File: config.mk
export PLATFORM = sky130hd
export DESIGN_NAME = i2c_slave_clock_stretch
export DESIGN_NICKNAME = d
export VERILOG_FILES = /design/src/design/i2c_slave_pkg.sv /design/src/design/i2c_pin_sync.sv /design/src/design/i2c_addr_match.sv /design/src/design/i2c_slave_clock_stretch.sv
export VERILOG_INCLUDE_DIRS = /design/src /design/src/design
export SDC_FILE = /design/constraint.sdc
export NUM_CORES = 1
export LEC_CHECK = 0
export ABC_AREA = 0
export BUFFER_PORTS_ARGS = -buffer_cell sky130_fd_sc_hd__buf_2
export CAP_MARGIN = 20
export CORE_AREA = 2 2 117 108
export CTS_BUF_LIST = sky130_fd_sc_hd__clkbuf_8
export CTS_CLUSTER_DIAMETER = 40
export DETAILED_ROUTE_END_ITERATION = 8
export DIE_AREA = 0 0 119 110
export PLACE_DENSITY = 0.7
export SKIP_LAST_GASP = 1
export SLEW_MARGIN = 20
export SYNTH_ARGS = -nofsm -noshare
export SYNTH_HDL_FRONTEND = slang
export SYNTH_SLANG_ARGS = --single-unit
File: constraint.sdc
create_clock -name clk -period 4.2 [get_ports clk]
set_input_delay 0.84 -clock clk [delete_from_list [all_inputs] [get_ports clk]]
set_output_delay 0.84 -clock clk [all_outputs]
set_load 0.03 [all_outputs]
File: src/design/i2c_slave_consts.svh
// Purpose: Named offsets, field positions, reset values and counts of the I2C slave.
// Assumes: Included by its bare name before use.
// Notes: Byte addresses on the register bus, one word per register.
`ifndef I2C_SLAVE_CONSTS_SVH
`define I2C_SLAVE_CONSTS_SVH

// ==========================================================
// Register byte offsets.
`define OFS_CTRL 12'h000
`define OFS_STAT 12'h004
`define OFS_ADDR 12'h008
`define OFS_TXDATA 12'h00c
`define OFS_RXDATA 12'h010

// ==========================================================
// Control fields.
`define CTRL_EN 0
`define CTRL_TEN 1
`define CTRL_STRETCH_ENABLE_BIT 2
`define CTRL_REL 3

// ==========================================================
// Status fields.
`define STAT_RXF 0
`define STAT_TXF 1
`define STAT_OVF 2
`define STAT_TENM 3
`define STAT_RDIR 4

// ==========================================================
// Bus, reset, ten-bit prefix and count constants.
`define HTRANS_NONSEQ 2'h2
`define HSIZE_WORD 3'h2
`define ADDR_RESET 10'h000
`define BYTE_RESET 8'h00
`define WORD_ZERO 32'h0000_0000
`define TEN_PREFIX 5'h1e
`define CNT_ZERO 4'h0
`define CNT_LAST_DATA 4'h7
`define CNT_ACK_FALL 4'h8
`define CNT_END_FALL 4'h9

`endif

File: src/design/i2c_slave_pkg.sv
// Purpose: Types shared by the I2C slave files.
// Assumes: Nothing else is needed to compile it.
// Notes: Constants live in the header; only types are here.
package i2c_slave_pkg;

	// ==========================================================
	// Engine states.
	typedef enum logic [2:0] {
		ST_IDLE = 3'h0,
		ST_ADDR = 3'h1,
		ST_ADDR2 = 3'h2,
		ST_RX = 3'h3,
		ST_TX = 3'h4
	} slvState_t;

	// ==========================================================
	// Sampled link levels and their events.
	typedef struct packed {
		logic sclHigh;
		logic sdaLevel;
		logic sclRise;
		logic sclFall;
		logic start;
		logic stop;
	} linkEvt_t;

	// ==========================================================
	// Software control settings.
	typedef struct packed {
		logic en;
		logic tenMode;
		logic stretchEn;
	} ctrl_t;

endpackage

File: src/design/i2c_pin_sync.sv
// Purpose: Brings the link pins into the clock domain and finds their events.
// Assumes: Pins idle high; reset is already synchronous to clk.
// Notes: Events are single-cycle pulses.
`timescale 1ns/1ps
module i2c_pin_sync (
	// Clock and reset.
	input wire logic clk,
	input wire logic rstSync_b,
	// Raw pins.
	input wire logic sclIn,
	input wire logic sdaIn,
	// Sampled levels and events.
	output i2c_slave_pkg::linkEvt_t link
);
	logic [1:0] pinIn;
	logic [1:0] meta_q;
	logic [1:0] sync_q;
	logic [1:0] prev_q;

	assign pinIn = {sclIn, sdaIn};

	// ==========================================================
	// Two-stage synchronisers and the previous sample.
	for (genvar i = 0; i < 2; i++)
	begin : g_sync
		always_ff @(posedge clk or negedge rstSync_b)
		begin
			if (!rstSync_b)
			begin
				meta_q[i] <= 1'h1;
				sync_q[i] <= 1'h1;
				prev_q[i] <= 1'h1;
			end
			else
			begin
				meta_q[i] <= pinIn[i];
				sync_q[i] <= meta_q[i];
				prev_q[i] <= sync_q[i];
			end
		end
	end

	// ==========================================================
	// Edge and condition detection.
	assign link.sclHigh = sync_q[1];
	assign link.sdaLevel = sync_q[0];
	assign link.sclRise = sync_q[1] && !prev_q[1];
	assign link.sclFall = !sync_q[1] && prev_q[1];
	assign link.start = sync_q[1] && prev_q[1] && prev_q[0] && !sync_q[0];
	assign link.stop = sync_q[1] && prev_q[1] && !prev_q[0] && sync_q[0];

endmodule

File: src/design/i2c_addr_match.sv
// Purpose: Compares a received byte with the own address.
// Assumes: byteIn holds the byte as it completes.
// Notes: Purely combinational.
`timescale 1ns/1ps
`include "i2c_slave_consts.svh"
module i2c_addr_match (
	// Inputs.
	input wire logic [7:0] byteIn,
	input wire logic [9:0] ownAddr,
	// Results.
	output logic match7,
	output logic matchHi,
	output logic matchLo
);
	// ==========================================================
	// Address compares.
	assign match7 = byteIn[7:1] == ownAddr[6:0];
	assign matchHi = (byteIn[7:3] == `TEN_PREFIX) && (byteIn[2:1] == ownAddr[9:8]);
	assign matchLo = byteIn == ownAddr[7:0];

endmodule

File: src/design/i2c_slave_clock_stretch.sv
// Purpose: I2C slave engine with address match, buffers and clock stretching.
// Assumes: AHB-Lite register access; link pins are open drain, driven low when oe is high.
// Notes: Link pins are sampled by clk; the bus clock must be well above the link rate.
//
// Added by the designer: the AHB-Lite slave port and the placing of the registers.
`timescale 1ns/1ps
`include "i2c_slave_consts.svh"
module i2c_slave_clock_stretch (
	// Clock and reset.
	input wire logic clk,
	input wire logic rst_b,
	// AHB-Lite slave.
	input wire logic hsel,
	input wire logic [31:0] haddr,
	input wire logic [1:0] htrans,
	input wire logic hwrite,
	input wire logic [2:0] hsize,
	input wire logic [31:0] hwdata,
	input wire logic hready,
	output logic [31:0] hrdata,
	output logic hreadyout,
	output logic hresp,
	// Link pins.
	input wire logic sclIn,
	output logic sclOut,
	output logic sclOe,
	input wire logic sdaIn,
	output logic sdaOut,
	output logic sdaOe,
	// Slave event.
	output logic slaveEvent
);
	logic rstMeta_q;
	logic rstSync_b;
	i2c_slave_pkg::linkEvt_t link;
	logic match7;
	logic matchHi;
	logic matchLo;
	logic [11:0] addrQ_q;
	logic wrPend_q;
	logic [31:0] hrdata_q;
	logic [31:0] rdWord;
	i2c_slave_pkg::ctrl_t ctrl_q;
	logic [9:0] ownAddr_q;
	logic clockRelease_q;
	logic rxFull_q;
	logic txFull_q;
	logic overflow_q;
	logic tenMatch_q;
	logic [7:0] rxBuf_q;
	logic [7:0] txHold_q;
	i2c_slave_pkg::slvState_t state_q;
	i2c_slave_pkg::slvState_t nextSt_q;
	i2c_slave_pkg::slvState_t nextNow;
	logic [3:0] bitCnt_q;
	logic [7:0] shiftReg_q;
	logic [7:0] txShift_q;
	logic [7:0] byteIn;
	logic txLoaded_q;
	logic txLast_q;
	logic ackPend_q;
	logic ackDrive_q;
	logic evtPend_q;
	logic readDir_q;
	logic slaveEvent_q;
	logic holdScl_q;
	logic ackNow;
	logic evtNow;
	logic tenSet;
	logic tenClr;
	logic addrPhase;
	logic wrCtrl;
	logic wrStat;
	logic wrAddr;
	logic wrTx;
	logic rdRx;
	logic lastRise;
	logic ackFall;
	logic endFall;
	logic rxStore;
	logic txLoad;
	logic txAutoClr;
	logic rxAutoClr;
	logic swSetRel;
	logic active;

	// ==========================================================
	// Reset release synchroniser.
	always_ff @(posedge clk or negedge rst_b)
	begin
		if (!rst_b)
		begin
			rstMeta_q <= 1'h0;
			rstSync_b <= 1'h0;
		end
		else
		begin
			rstMeta_q <= 1'h1;
			rstSync_b <= rstMeta_q;
		end
	end

	// ==========================================================
	// Pin sampling and address compare.
	i2c_pin_sync u_sync (
		.clk(clk),
		.rstSync_b(rstSync_b),
		.sclIn(sclIn),
		.sdaIn(sdaIn),
		.link(link)
	);

	assign byteIn = {shiftReg_q[6:0], link.sdaLevel};

	i2c_addr_match u_match (
		.byteIn(byteIn),
		.ownAddr(ownAddr_q),
		.match7(match7),
		.matchHi(matchHi),
		.matchLo(matchLo)
	);

	// ==========================================================
	// Bus decode.
	assign addrPhase = hsel && (htrans == `HTRANS_NONSEQ) && hready;
	assign wrCtrl = wrPend_q && (addrQ_q == `OFS_CTRL);
	assign wrStat = wrPend_q && (addrQ_q == `OFS_STAT);
	assign wrAddr = wrPend_q && (addrQ_q == `OFS_ADDR);
	assign wrTx = wrPend_q && (addrQ_q == `OFS_TXDATA);
	assign rdRx = addrPhase && !hwrite && (haddr[11:0] == `OFS_RXDATA);
	assign swSetRel = wrCtrl && hwdata[`CTRL_REL];
	assign hreadyout = 1'h1;
	assign hresp = 1'h0;
	assign hrdata = hrdata_q;

	always_ff @(posedge clk or negedge rstSync_b)
	begin
		if (!rstSync_b)
		begin
			addrQ_q <= 12'h000;
			wrPend_q <= 1'h0;
		end
		else
		begin
			addrQ_q <= haddr[11:0];
			wrPend_q <= addrPhase && hwrite && (hsize == `HSIZE_WORD);
		end
	end

	always_comb
	begin
		rdWord = `WORD_ZERO;
		unique case (haddr[11:0])
			`OFS_CTRL:
			begin
				rdWord[`CTRL_EN] = ctrl_q.en;
				rdWord[`CTRL_TEN] = ctrl_q.tenMode;
				rdWord[`CTRL_STRETCH_ENABLE_BIT] = ctrl_q.stretchEn;
				rdWord[`CTRL_REL] = clockRelease_q;
			end
			`OFS_STAT:
			begin
				rdWord[`STAT_RXF] = rxFull_q;
				rdWord[`STAT_TXF] = txFull_q;
				rdWord[`STAT_OVF] = overflow_q;
				rdWord[`STAT_TENM] = tenMatch_q;
				rdWord[`STAT_RDIR] = readDir_q;
			end
			`OFS_ADDR: rdWord[9:0] = ownAddr_q;
			`OFS_TXDATA: rdWord[7:0] = txHold_q;
			`OFS_RXDATA: rdWord[7:0] = rxBuf_q;
			default: rdWord = `WORD_ZERO;
		endcase
	end

	always_ff @(posedge clk or negedge rstSync_b)
	begin
		if (!rstSync_b)
			hrdata_q <= `WORD_ZERO;
		else if (addrPhase && !hwrite)
			hrdata_q <= rdWord;
	end

	// ==========================================================
	// Software settings.
	always_ff @(posedge clk or negedge rstSync_b)
	begin
		if (!rstSync_b)
		begin
			ctrl_q <= '0;
			ownAddr_q <= `ADDR_RESET;
		end
		else
		begin
			if (wrCtrl)
			begin
				ctrl_q.en <= hwdata[`CTRL_EN];
				ctrl_q.tenMode <= hwdata[`CTRL_TEN];
				ctrl_q.stretchEn <= hwdata[`CTRL_STRETCH_ENABLE_BIT];
			end
			if (wrAddr)
				ownAddr_q <= hwdata[9:0];
		end
	end

	// ==========================================================
	// Link event timing.
	assign active = state_q != i2c_slave_pkg::ST_IDLE;
	assign lastRise = active && link.sclRise && (bitCnt_q == `CNT_LAST_DATA);
	assign ackFall = active && link.sclFall && (bitCnt_q == `CNT_ACK_FALL);
	assign endFall = active && link.sclFall && (bitCnt_q == `CNT_END_FALL);
	assign rxStore = lastRise && (state_q == i2c_slave_pkg::ST_RX) && !rxFull_q;
	assign txAutoClr = endFall && (nextSt_q == i2c_slave_pkg::ST_TX) && !txFull_q;
	assign rxAutoClr = endFall && (state_q == i2c_slave_pkg::ST_RX) && ctrl_q.stretchEn
		&& rxFull_q;
	assign txLoad = txFull_q && ((endFall && (nextSt_q == i2c_slave_pkg::ST_TX))
		|| ((state_q == i2c_slave_pkg::ST_TX) && (bitCnt_q == `CNT_ZERO) && !txLoaded_q));

	// ==========================================================
	// Decision on a completed byte.
	always_comb
	begin
		ackNow = 1'h0;
		evtNow = 1'h0;
		tenSet = 1'h0;
		tenClr = 1'h0;
		nextNow = i2c_slave_pkg::ST_IDLE;
		unique case (state_q)
			i2c_slave_pkg::ST_ADDR:
			begin
				if (!ctrl_q.tenMode)
				begin
					ackNow = match7;
					nextNow = !match7 ? i2c_slave_pkg::ST_IDLE :
						byteIn[0] ? i2c_slave_pkg::ST_TX : i2c_slave_pkg::ST_RX;
				end
				else if (matchHi && !byteIn[0])
				begin
					ackNow = 1'h1;
					tenClr = 1'h1;
					nextNow = i2c_slave_pkg::ST_ADDR2;
				end
				else if (matchHi && tenMatch_q)
				begin
					ackNow = 1'h1;
					nextNow = i2c_slave_pkg::ST_TX;
				end
				else
					tenClr = 1'h1;
				evtNow = ackNow;
			end
			i2c_slave_pkg::ST_ADDR2:
			begin
				ackNow = matchLo;
				evtNow = matchLo;
				tenSet = matchLo;
				tenClr = !matchLo;
				nextNow = matchLo ? i2c_slave_pkg::ST_RX : i2c_slave_pkg::ST_IDLE;
			end
			i2c_slave_pkg::ST_RX:
			begin
				ackNow = !rxFull_q && !overflow_q;
				evtNow = 1'h1;
				nextNow = i2c_slave_pkg::ST_RX;
			end
			i2c_slave_pkg::ST_TX:
			begin
				evtNow = 1'h1;
				nextNow = i2c_slave_pkg::ST_TX;
			end
			default:
			begin
				ackNow = 1'h0;
			end
		endcase
	end

	// ==========================================================
	// Engine state and bit counting.
	always_ff @(posedge clk or negedge rstSync_b)
	begin
		if (!rstSync_b)
		begin
			state_q <= i2c_slave_pkg::ST_IDLE;
			nextSt_q <= i2c_slave_pkg::ST_IDLE;
			bitCnt_q <= `CNT_ZERO;
			ackPend_q <= 1'h0;
			evtPend_q <= 1'h0;
		end
		else if (!ctrl_q.en || link.stop)
		begin
			state_q <= i2c_slave_pkg::ST_IDLE;
			bitCnt_q <= `CNT_ZERO;
		end
		else if (link.start)
		begin
			state_q <= i2c_slave_pkg::ST_ADDR;
			bitCnt_q <= `CNT_ZERO;
		end
		else if (active)
		begin
			if (link.sclRise)
				bitCnt_q <= bitCnt_q + 4'h1;
			if (lastRise)
			begin
				ackPend_q <= ackNow;
				evtPend_q <= evtNow;
				nextSt_q <= nextNow;
			end
			if (link.sclRise && (bitCnt_q == `CNT_ACK_FALL) && (state_q == i2c_slave_pkg::ST_TX))
				nextSt_q <= link.sdaLevel ? i2c_slave_pkg::ST_IDLE : i2c_slave_pkg::ST_TX;
			if (endFall)
			begin
				state_q <= nextSt_q;
				bitCnt_q <= `CNT_ZERO;
			end
		end
	end

	// ==========================================================
	// Shifting and direction.
	always_ff @(posedge clk or negedge rstSync_b)
	begin
		if (!rstSync_b)
		begin
			shiftReg_q <= `BYTE_RESET;
			readDir_q <= 1'h0;
		end
		else
		begin
			if (link.sclRise && active && (bitCnt_q < `CNT_ACK_FALL))
				shiftReg_q <= byteIn;
			if (lastRise && (state_q == i2c_slave_pkg::ST_ADDR))
				readDir_q <= byteIn[0];
		end
	end

	// ==========================================================
	// Acknowledge drive and event pulse.
	always_ff @(posedge clk or negedge rstSync_b)
	begin
		if (!rstSync_b)
		begin
			ackDrive_q <= 1'h0;
			slaveEvent_q <= 1'h0;
		end
		else
		begin
			if (link.start || link.stop || endFall || !ctrl_q.en)
				ackDrive_q <= 1'h0;
			else if (ackFall && ackPend_q)
				ackDrive_q <= 1'h1;
			slaveEvent_q <= endFall && evtPend_q;
		end
	end

	// ==========================================================
	// Transmit shifter.
	always_ff @(posedge clk or negedge rstSync_b)
	begin
		if (!rstSync_b)
		begin
			txShift_q <= `BYTE_RESET;
			txLoaded_q <= 1'h0;
		end
		else if (txLoad)
		begin
			txShift_q <= txHold_q;
			txLoaded_q <= 1'h1;
		end
		else if (endFall || (state_q != i2c_slave_pkg::ST_TX))
			txLoaded_q <= 1'h0;
		else if (link.sclFall && (bitCnt_q != `CNT_ZERO) && (bitCnt_q < `CNT_ACK_FALL))
			txShift_q <= {txShift_q[6:0], 1'h0};
	end

	// Keeps the last data bit on the line until the following falling edge.
	always_ff @(posedge clk or negedge rstSync_b)
	begin
		if (!rstSync_b)
			txLast_q <= 1'h0;
		else if (lastRise && (state_q == i2c_slave_pkg::ST_TX))
			txLast_q <= 1'h1;
		else if (ackFall || link.start || link.stop || (state_q != i2c_slave_pkg::ST_TX))
			txLast_q <= 1'h0;
	end

	// ==========================================================
	// Buffers and flags.
	always_ff @(posedge clk or negedge rstSync_b)
	begin
		if (!rstSync_b)
		begin
			rxBuf_q <= `BYTE_RESET;
			rxFull_q <= 1'h0;
			overflow_q <= 1'h0;
			txHold_q <= `BYTE_RESET;
			txFull_q <= 1'h0;
			tenMatch_q <= 1'h0;
		end
		else
		begin
			if (rxStore)
				rxBuf_q <= byteIn;
			if (rxStore)
				rxFull_q <= 1'h1;
			else if (rdRx)
				rxFull_q <= 1'h0;
			if (lastRise && (state_q == i2c_slave_pkg::ST_RX) && rxFull_q)
				overflow_q <= 1'h1;
			else if (wrStat && hwdata[`STAT_OVF])
				overflow_q <= 1'h0;
			if (wrTx)
				txHold_q <= hwdata[7:0];
			if (wrTx)
				txFull_q <= 1'h1;
			else if (txLoad)
				txFull_q <= 1'h0;
			if (lastRise && tenSet)
				tenMatch_q <= 1'h1;
			else if (lastRise && tenClr)
				tenMatch_q <= 1'h0;
		end
	end

	// ==========================================================
	// Clock release and stretching.
	always_ff @(posedge clk or negedge rstSync_b)
	begin
		if (!rstSync_b)
			clockRelease_q <= 1'h1;
		else if (swSetRel)
			clockRelease_q <= 1'h1;
		else if (txAutoClr || rxAutoClr)
			clockRelease_q <= 1'h0;
		else if (wrCtrl && ctrl_q.stretchEn)
			clockRelease_q <= 1'h0;
	end

	always_ff @(posedge clk or negedge rstSync_b)
	begin
		if (!rstSync_b)
			holdScl_q <= 1'h0;
		else
			holdScl_q <= !clockRelease_q && (holdScl_q || !link.sclHigh);
	end

	// ==========================================================
	// Pin drive.
	assign sclOut = 1'h0;
	assign sclOe = holdScl_q;
	assign sdaOut = 1'h0;
	assign sdaOe = ackDrive_q || ((state_q == i2c_slave_pkg::ST_TX) && txLoaded_q
		&& ((bitCnt_q < `CNT_ACK_FALL) || txLast_q) && !txShift_q[7]);
	assign slaveEvent = slaveEvent_q;
endmodule

==> results of run 1 <==
[final cells by class]
type / count / area (µm²)
fillers: 1115 / 6700
flip-flops and latches: 98 / 2460
multi-input cells: 279 / 2010
repair buffers: 47 / 238
well taps: 160 / 200
clock buffers: 12 / 165
clock inverters: 3 / 38.8
inverters: 6 / 22.5
[through the flow]
| step | total power [mW] | instance area [µm²] | cells | setup slack [ps] | hold slack (ps) |
|---|---|---|---|---|---|
| floorplan | 1.14 | 4750 | 420 | 1280 | 331 |
| global placement | 1.18 | 4940 | 590 | 1600 | 341 |
| detailed placement | 1.18 | 4940 | 590 | 1570 | 339 |
| CTS | 1.81 | 5140 | 605 | 1710 | 231 |
| global route | 1.88 | 5140 | 605 | 1610 | 225 |
| finish | 1.79 | 5140 | 605 | 1720 | 250 |
[cell usage in the layout, fill, tap and decap left out, types with 6 or more instances in the layout]
cell type   n
dfrtp_1    90
buf_2      46
mux2_2     41
nor2_1     31
conb_1     27
o21ai_0    17
a21oi_1    16
nand2_1    14
clkbuf_8   12
xor2_1     11
xnor2_1    10
inv_1       7
nand3_1     7
dfstp_2     7
nand4_1     6
a22o_1      6
[power breakdown]
group / internal (mW) / switching (mW)
combinational: 0.0479 / 0.109
sequential: 0.975 / 0.0320
clock: 0.318 / 0.311
[how the worst max path moves through the flow]
| stage | to | cells past startpoint |
|---|---|---|
| after floorplan | ackDrive_q | 0 |
| after global placement | hrdata[0] | 6 |
| after detailed placement | hrdata[3] | 6 |
| after CTS | sdaOe | 4 |
| after global routing | txShift_q[3] | 5 |
| final | sdaOe | 4 |
[layer usage]
metal	global-route usage (%)	wire length (µm)	part of all wire [%]
met1	20.8	4370	46
met2	25.3	4520	47
met3	3.29	576	6.0
met4	5.10	125	1.3
met5	0	0	0
[critical path, delay by kind of cell (launching register included)]
kind	cells	cell delay [ps]
flops	1	540
simple gates	2	310
buf+inv	1	180
compound gates	1	250
[kinds of logic after synthesis]
kind of cell,count (synthesis)
XOR/XNOR,21
other,2
flip-flops,98
buffers and inverters,43
adder cells (fa/ha/maj),3
AND/OR/NAND/NOR,107
AO/OA/AOI/OAI,71
multiplexers,50
[registers in the layout, indices dropped and copies added (netlist names), 4 cells and up]
name	count
txShift_q	8
hrdata	10
shiftReg_q	7
addrQ_q	12
txHold_q	8
ownAddr_q	10
bitCnt_q	4
rxBuf_q	8
==> reports/metrics.cfg, run 1 <==
[timing]
rsz0062_at_grt = false
fin_tns_setup_ps = 0
fin_crit_sh_pct = 59.1
relSlewSlack_pct = 34.2
fin_worst_skew_ps = 10.3
setup_viol = 0
slew_viol_final = 0
timing.fmax_ghz = 0.403
finalHoldViolCount = 0
tightest_slew_ps = 984
layout_min_cycle_time_ps = 2480

[job]
cap_violations = 0

[floorplanning]
initial_utilization_pct = 39.3
dieHeight_um = 110
num_rows = 38
die_w_um = 119
num_io_pins = 115
dieArea_mm2 = 0.0131
core_mm2 = 0.0118

[power]
ir_drop_mv = 0.297
p_leak_nw = 2.37
power_density_mw_per_mm2 = 349

[grt]
grt_overflow_total = 0
antenna_found_initial = 0
grt_max_degree = 60
grt_pass1_vias = 3048
grt_usage_pct = 15.5
grt_pass1_wl_um = 15800

[detailed_routing]
drt_iter0_markers = 144
final_antenna_net_count = 0
drt-pass1-iter-count = 6
route.detailed.drc = 0
routed_wl_um = 9580
routed_via_density = 5.17
vias = 3128
wire_per_inst_um = 15.8

[cts]
clk_pin_slew_ps = 80
cts.sinks = 98
post_cts.repair.setup_buffers = 0
hold_buffers = 0
clockBufferDepth = 2
cts_tree = built
cts_resized = 0
cts_max_level = 3
cts_buffers = 9
cts_root_buffer = clkbuf_8
insertion_delay_ps = 360

[setup_path]
cp-start-kind = register
cp_max_fo = 11
crit-reg2reg-capture = txShift_q[4]
critPathSlowestCell = dfrtp_1
crit_start = state_q[1]
cp.arrival_ps = 1640
reg2reg_from = state_q[1]
rrSetupSlack_ps = 1750
worst_ep_required_time_ps = 3360
r2r_cells = 5
crit_chain = nor2_1, and2_1, a31o_2, buf_2
path_class = register to primary output
critical_path.endpoint_type = primary output
cp_slowest_stage_delay_ps = 540

[finish]
final_nets = 520
drive_gt1_share_pct = 29.4
utilization_pct = 43.4
diodes = 0
area_growth_pct = 10.5

[place]
gp_congestion = 0.911
numPortBuffers = 46
hpwl_um = 7080

[synthesis]
synth_edf_count = 0
synth_area_leaders = dfrtp_1 49%, mux2_2 9.9%, buf_4 4.4%
synth.top_cell.area_share_pct = 48.9
synth_cell_types = 58
post-synth-top-count-cell = dfrtp_1
synthAdderAreaFrac_pct = 0.807
synth_top_area_cell = dfrtp_1
synth_xor_area_share_pct = 3.95
synth-compound-area-share_pct = 10.4
synth_area_mm2 = 0.00465
synth-seq-cells = 98
ys_seq_area_share_pct = 52.9
postSynthAreaPerCell_um2 = 11.8
muxShareOfSynthArea_pct = 12.9
yosys.area_share.simple_pct = 13.1
synth_top_family_by_area = simple AND/OR/NAND/NOR gates
ys_async_sr_fraction_pct = 100
synth_ff_type = dfrtp_1
syn_inst = 395
yosysWarnings = 0
synthTopCellsByCount = 91 x dfrtp_1, 41 x mux2_2, 31 x nor2_1, 27 x buf_4, 17 x o21ai_0

[hold_path]
hold_class = input pin to async pin

[outcome]
status = completed

Power figures use the tool's default switching activity.
==> run 2, diff against run 1 <==
clock period = 2.6 ns   (was 4.2 ns; I/O delays follow)
==> run 2 against run 1 <==
First-iteration DRC count is 60% higher; die area stayed put; sequential power is 60% higher; clock skew is 2.8 ps lower; combinational power is 66% higher; clock-buffer cell count stayed put; critical path depth is 3 higher; non-clock buffer count is 10 higher; cell area is 1.6% higher; wire length is 0.55% lower; power is 61% higher; critical path type is now register to register; critical endpoint is now nextSt_q[1].
==> reports/metrics.cfg, run 2 (synthesis results as in run 1) <==
[detailed_routing]
dr_wl_met3_um = 578  ; +0.35%
wire_per_inst_um = 15.5  ; -2.3%
wl_met1_um = 4330  ; -0.85%
drt-pass1-iter-count = 4  ; -2
routed_via_density = 5.16  ; -0.22%
vias = 3178  ; +1.6%
wl_met2_um = 4460  ; -1.2%
routed_wl_um = 9530  ; -0.55%
route.detailed.drc = 0  ; unchanged
drt_iter0_markers = 231  ; +60%
dr.max_layer_used = met4
final_antenna_net_count = 0  ; unchanged

[setup_path]
crit_family = compound AO/OA/AOI/OAI gates
cp-start-kind = register
critical_path.endpoint_type = register
path_buf_inv = 1  ; unchanged
crit_chain = inv_1, ha_1, nand3b_1, or4_1, a211oi_2, o2111ai_1, o22a_1
path_class = register to register
cp_max_fo = 4  ; -7
cp.arrival_ps = 2470  ; +830 ps
critPathSlowestCell = or4_1
cp_slowest_stage_delay_ps = 440  ; -100 ps
worst_ep_required_time_ps = 2860  ; -500 ps

[finish]
utilization_pct = 44.1  ; +0.69 points
area_growth_pct = 12.3
drive_gt1_share_pct = 30.7  ; +1.3 points
largest_reg_flops = 12  ; unchanged
layout_commonest_cell = dfrtp_1
fin_cells = 616  ; +1.8%
num-fill-cells = 1101  ; -1.3%
diodes = 0  ; unchanged
final_cell_mix = 90 x dfrtp_1, 46 x buf_2, 41 x mux2_2
top_register = addrQ_q
final_nets = 530  ; +1.9%

[floorplanning]
dieHeight_um = 110  ; unchanged
num_io_pins = 115  ; unchanged
num_rows = 38  ; unchanged
core_mm2 = 0.0118  ; unchanged
initial_utilization_pct = 39.3  ; unchanged
dieArea_mm2 = 0.0131  ; unchanged
die_w_um = 119  ; unchanged

[cts]
cts.sinks = 98  ; unchanged
cts_buffers = 9  ; unchanged
cts_root_buffer = clkbuf_8
cts_tree = built
clockBufferDepth = 2  ; unchanged
cts_max_level = 3  ; unchanged
insertion_delay_ps = 360  ; about the same
cts_resized = 0  ; unchanged
clk_pin_slew_ps = 90  ; about the same

[hold_path]
hold_class = input pin to register

[place]
gp_congestion = 0.897  ; -1.6%
pre_cts_slack_ps = 402  ; -1170 ps
hpwl_um = 7260  ; +2.5%
numPortBuffers = 46  ; unchanged
numPlacedInstances = 599  ; +1.5%

[power]
power_density_mw_per_mm2 = 553  ; +59%
internal_power_mw = 2.17  ; +62%
power_switching_mw = 0.715  ; +58%
p_comb_share_pct = 9.0  ; +0.3 points
ir_drop_mv = 0.561  ; +89%
p_leak_nw = 2.42  ; +2.3%
p_sw_share_pct = 24.8  ; -0.42 points
seqPwrFrac_pct = 56.2  ; about the same
p_clk_share_pct = 34.8  ; -0.3 points

[timing]
setup_viol = 0  ; unchanged
tightest_slew_ps = 698  ; -286 ps
rsz0062_at_grt = false
fin_ws_ps = 383  ; -1340 ps
fin_hold_ws_ps = 249  ; -1.23 ps
fin_crit_sh_pct = 85.3
layout_min_cycle_time_ps = 2220
slew_viol_final = 0  ; unchanged
fin_tns_setup_ps = 0  ; unchanged
finalHoldViolCount = 0  ; unchanged
relSlewSlack_pct = 53.5  ; +19 points
timing.fmax_ghz = 0.451
fin_worst_skew_ps = 7.53  ; -2.79 ps

[grt]
grt_overflow_total = 0  ; unchanged
antenna_found_initial = 0  ; unchanged
grt_pass1_vias = 3210  ; +5.3%
grt_usage_pct = 15.8  ; +0.34 points
grt_max_degree = 55  ; -8.3%
grt_pass1_wl_um = 16200  ; +3.0%

[job]
cap_violations = 0  ; unchanged

[outcome]
status = completed

[run 2: cell types whose count changed in the layout (fill, tap and decap cells not counted), sizes merged]
cell / before / now
inv: 7 / 8
dlygate4sd3: 0 / 1
buf: 47 / 56
[run 2: final timing paths]
| kind | start | endpoint | slack [ps] | cells past startpoint |
|---|---|---|---|---|
| setup / recovery | bitCnt_q[1] | nextSt_q[1] | 380 | 7 |
| hold / removal | sclIn | u_sync.meta_q[1] | 250 | 1 |
| setup reg to reg | bitCnt_q[1] | nextSt_q[1] | 380 | 7 |
| hold reg to reg | u_sync.meta_q[0] | u_sync.link[4] | 360 | 0 |
| max in group asynchronous | rstSync_b | ownAddr_q[4] | 1470 | 1 |
| min in group asynchronous | rstSync_b | addrQ_q[7] | 380 | 0 |
[run 2: final cells by class]
cell class / count / area, µm² / area share (%)
Sequential cell: 98 / 2460 / 47.2
Multi-Input combinational cell: 279 / 2010 / 38.6
Timing Repair Buffer: 57 / 315 / 6.03
Tap cell: 160 / 200 / 3.83
Clock buffer: 12 / 165 / 3.16
Clock inverter: 4 / 42.5 / 0.814
Inverter: 6 / 22.5 / 0.431
[run 2: power by group through the flow]
stage / Sequential [mW] / Combinational, mW / Clock, mW
floorplan: 1.70 / 0.149 / 0
finish: 1.62 / 0.260 / 1.01
detailed placement: 1.65 / 0.261 / 0
CTS: 1.62 / 0.263 / 1.03
global placement: 1.65 / 0.256 / 0
global route: 1.63 / 0.283 / 1.10
[run 2: worst register-to-register path: stages (launching register included)]
cell	delay [ps]
dfrtp_1	420
inv_1	110
ha_1	180
nand3b_1	140
or4_1	440
a211oi_2	410
o2111ai_1	220
o22a_1	210
[run 2: stage by stage]
stage | power, mW | instance area, µm²
after CTS | 2.92 | 5230
after global placement | 1.91 | 5010
after floorplan | 1.85 | 4750
final | 2.89 | 5230
after global routing | 3.02 | 5230
after detailed placement | 1.91 | 5010
[run 2: layer usage]
| metal | track usage [%] | up-vias |
|---|---|---|
| li1 | - | 1477 |
| met1 | 21.2 | 1570 |
| met2 | 26.1 | 118 |
| met3 | 3.03 | 13 |
| met4 | 5.44 | 0 |
| met5 | 0 | - |
[run 2: timing repair]
action	in CTS	in global routing
hold endpoints to repair	2	0
buffers inserted	0	0
hold buffers	1	0
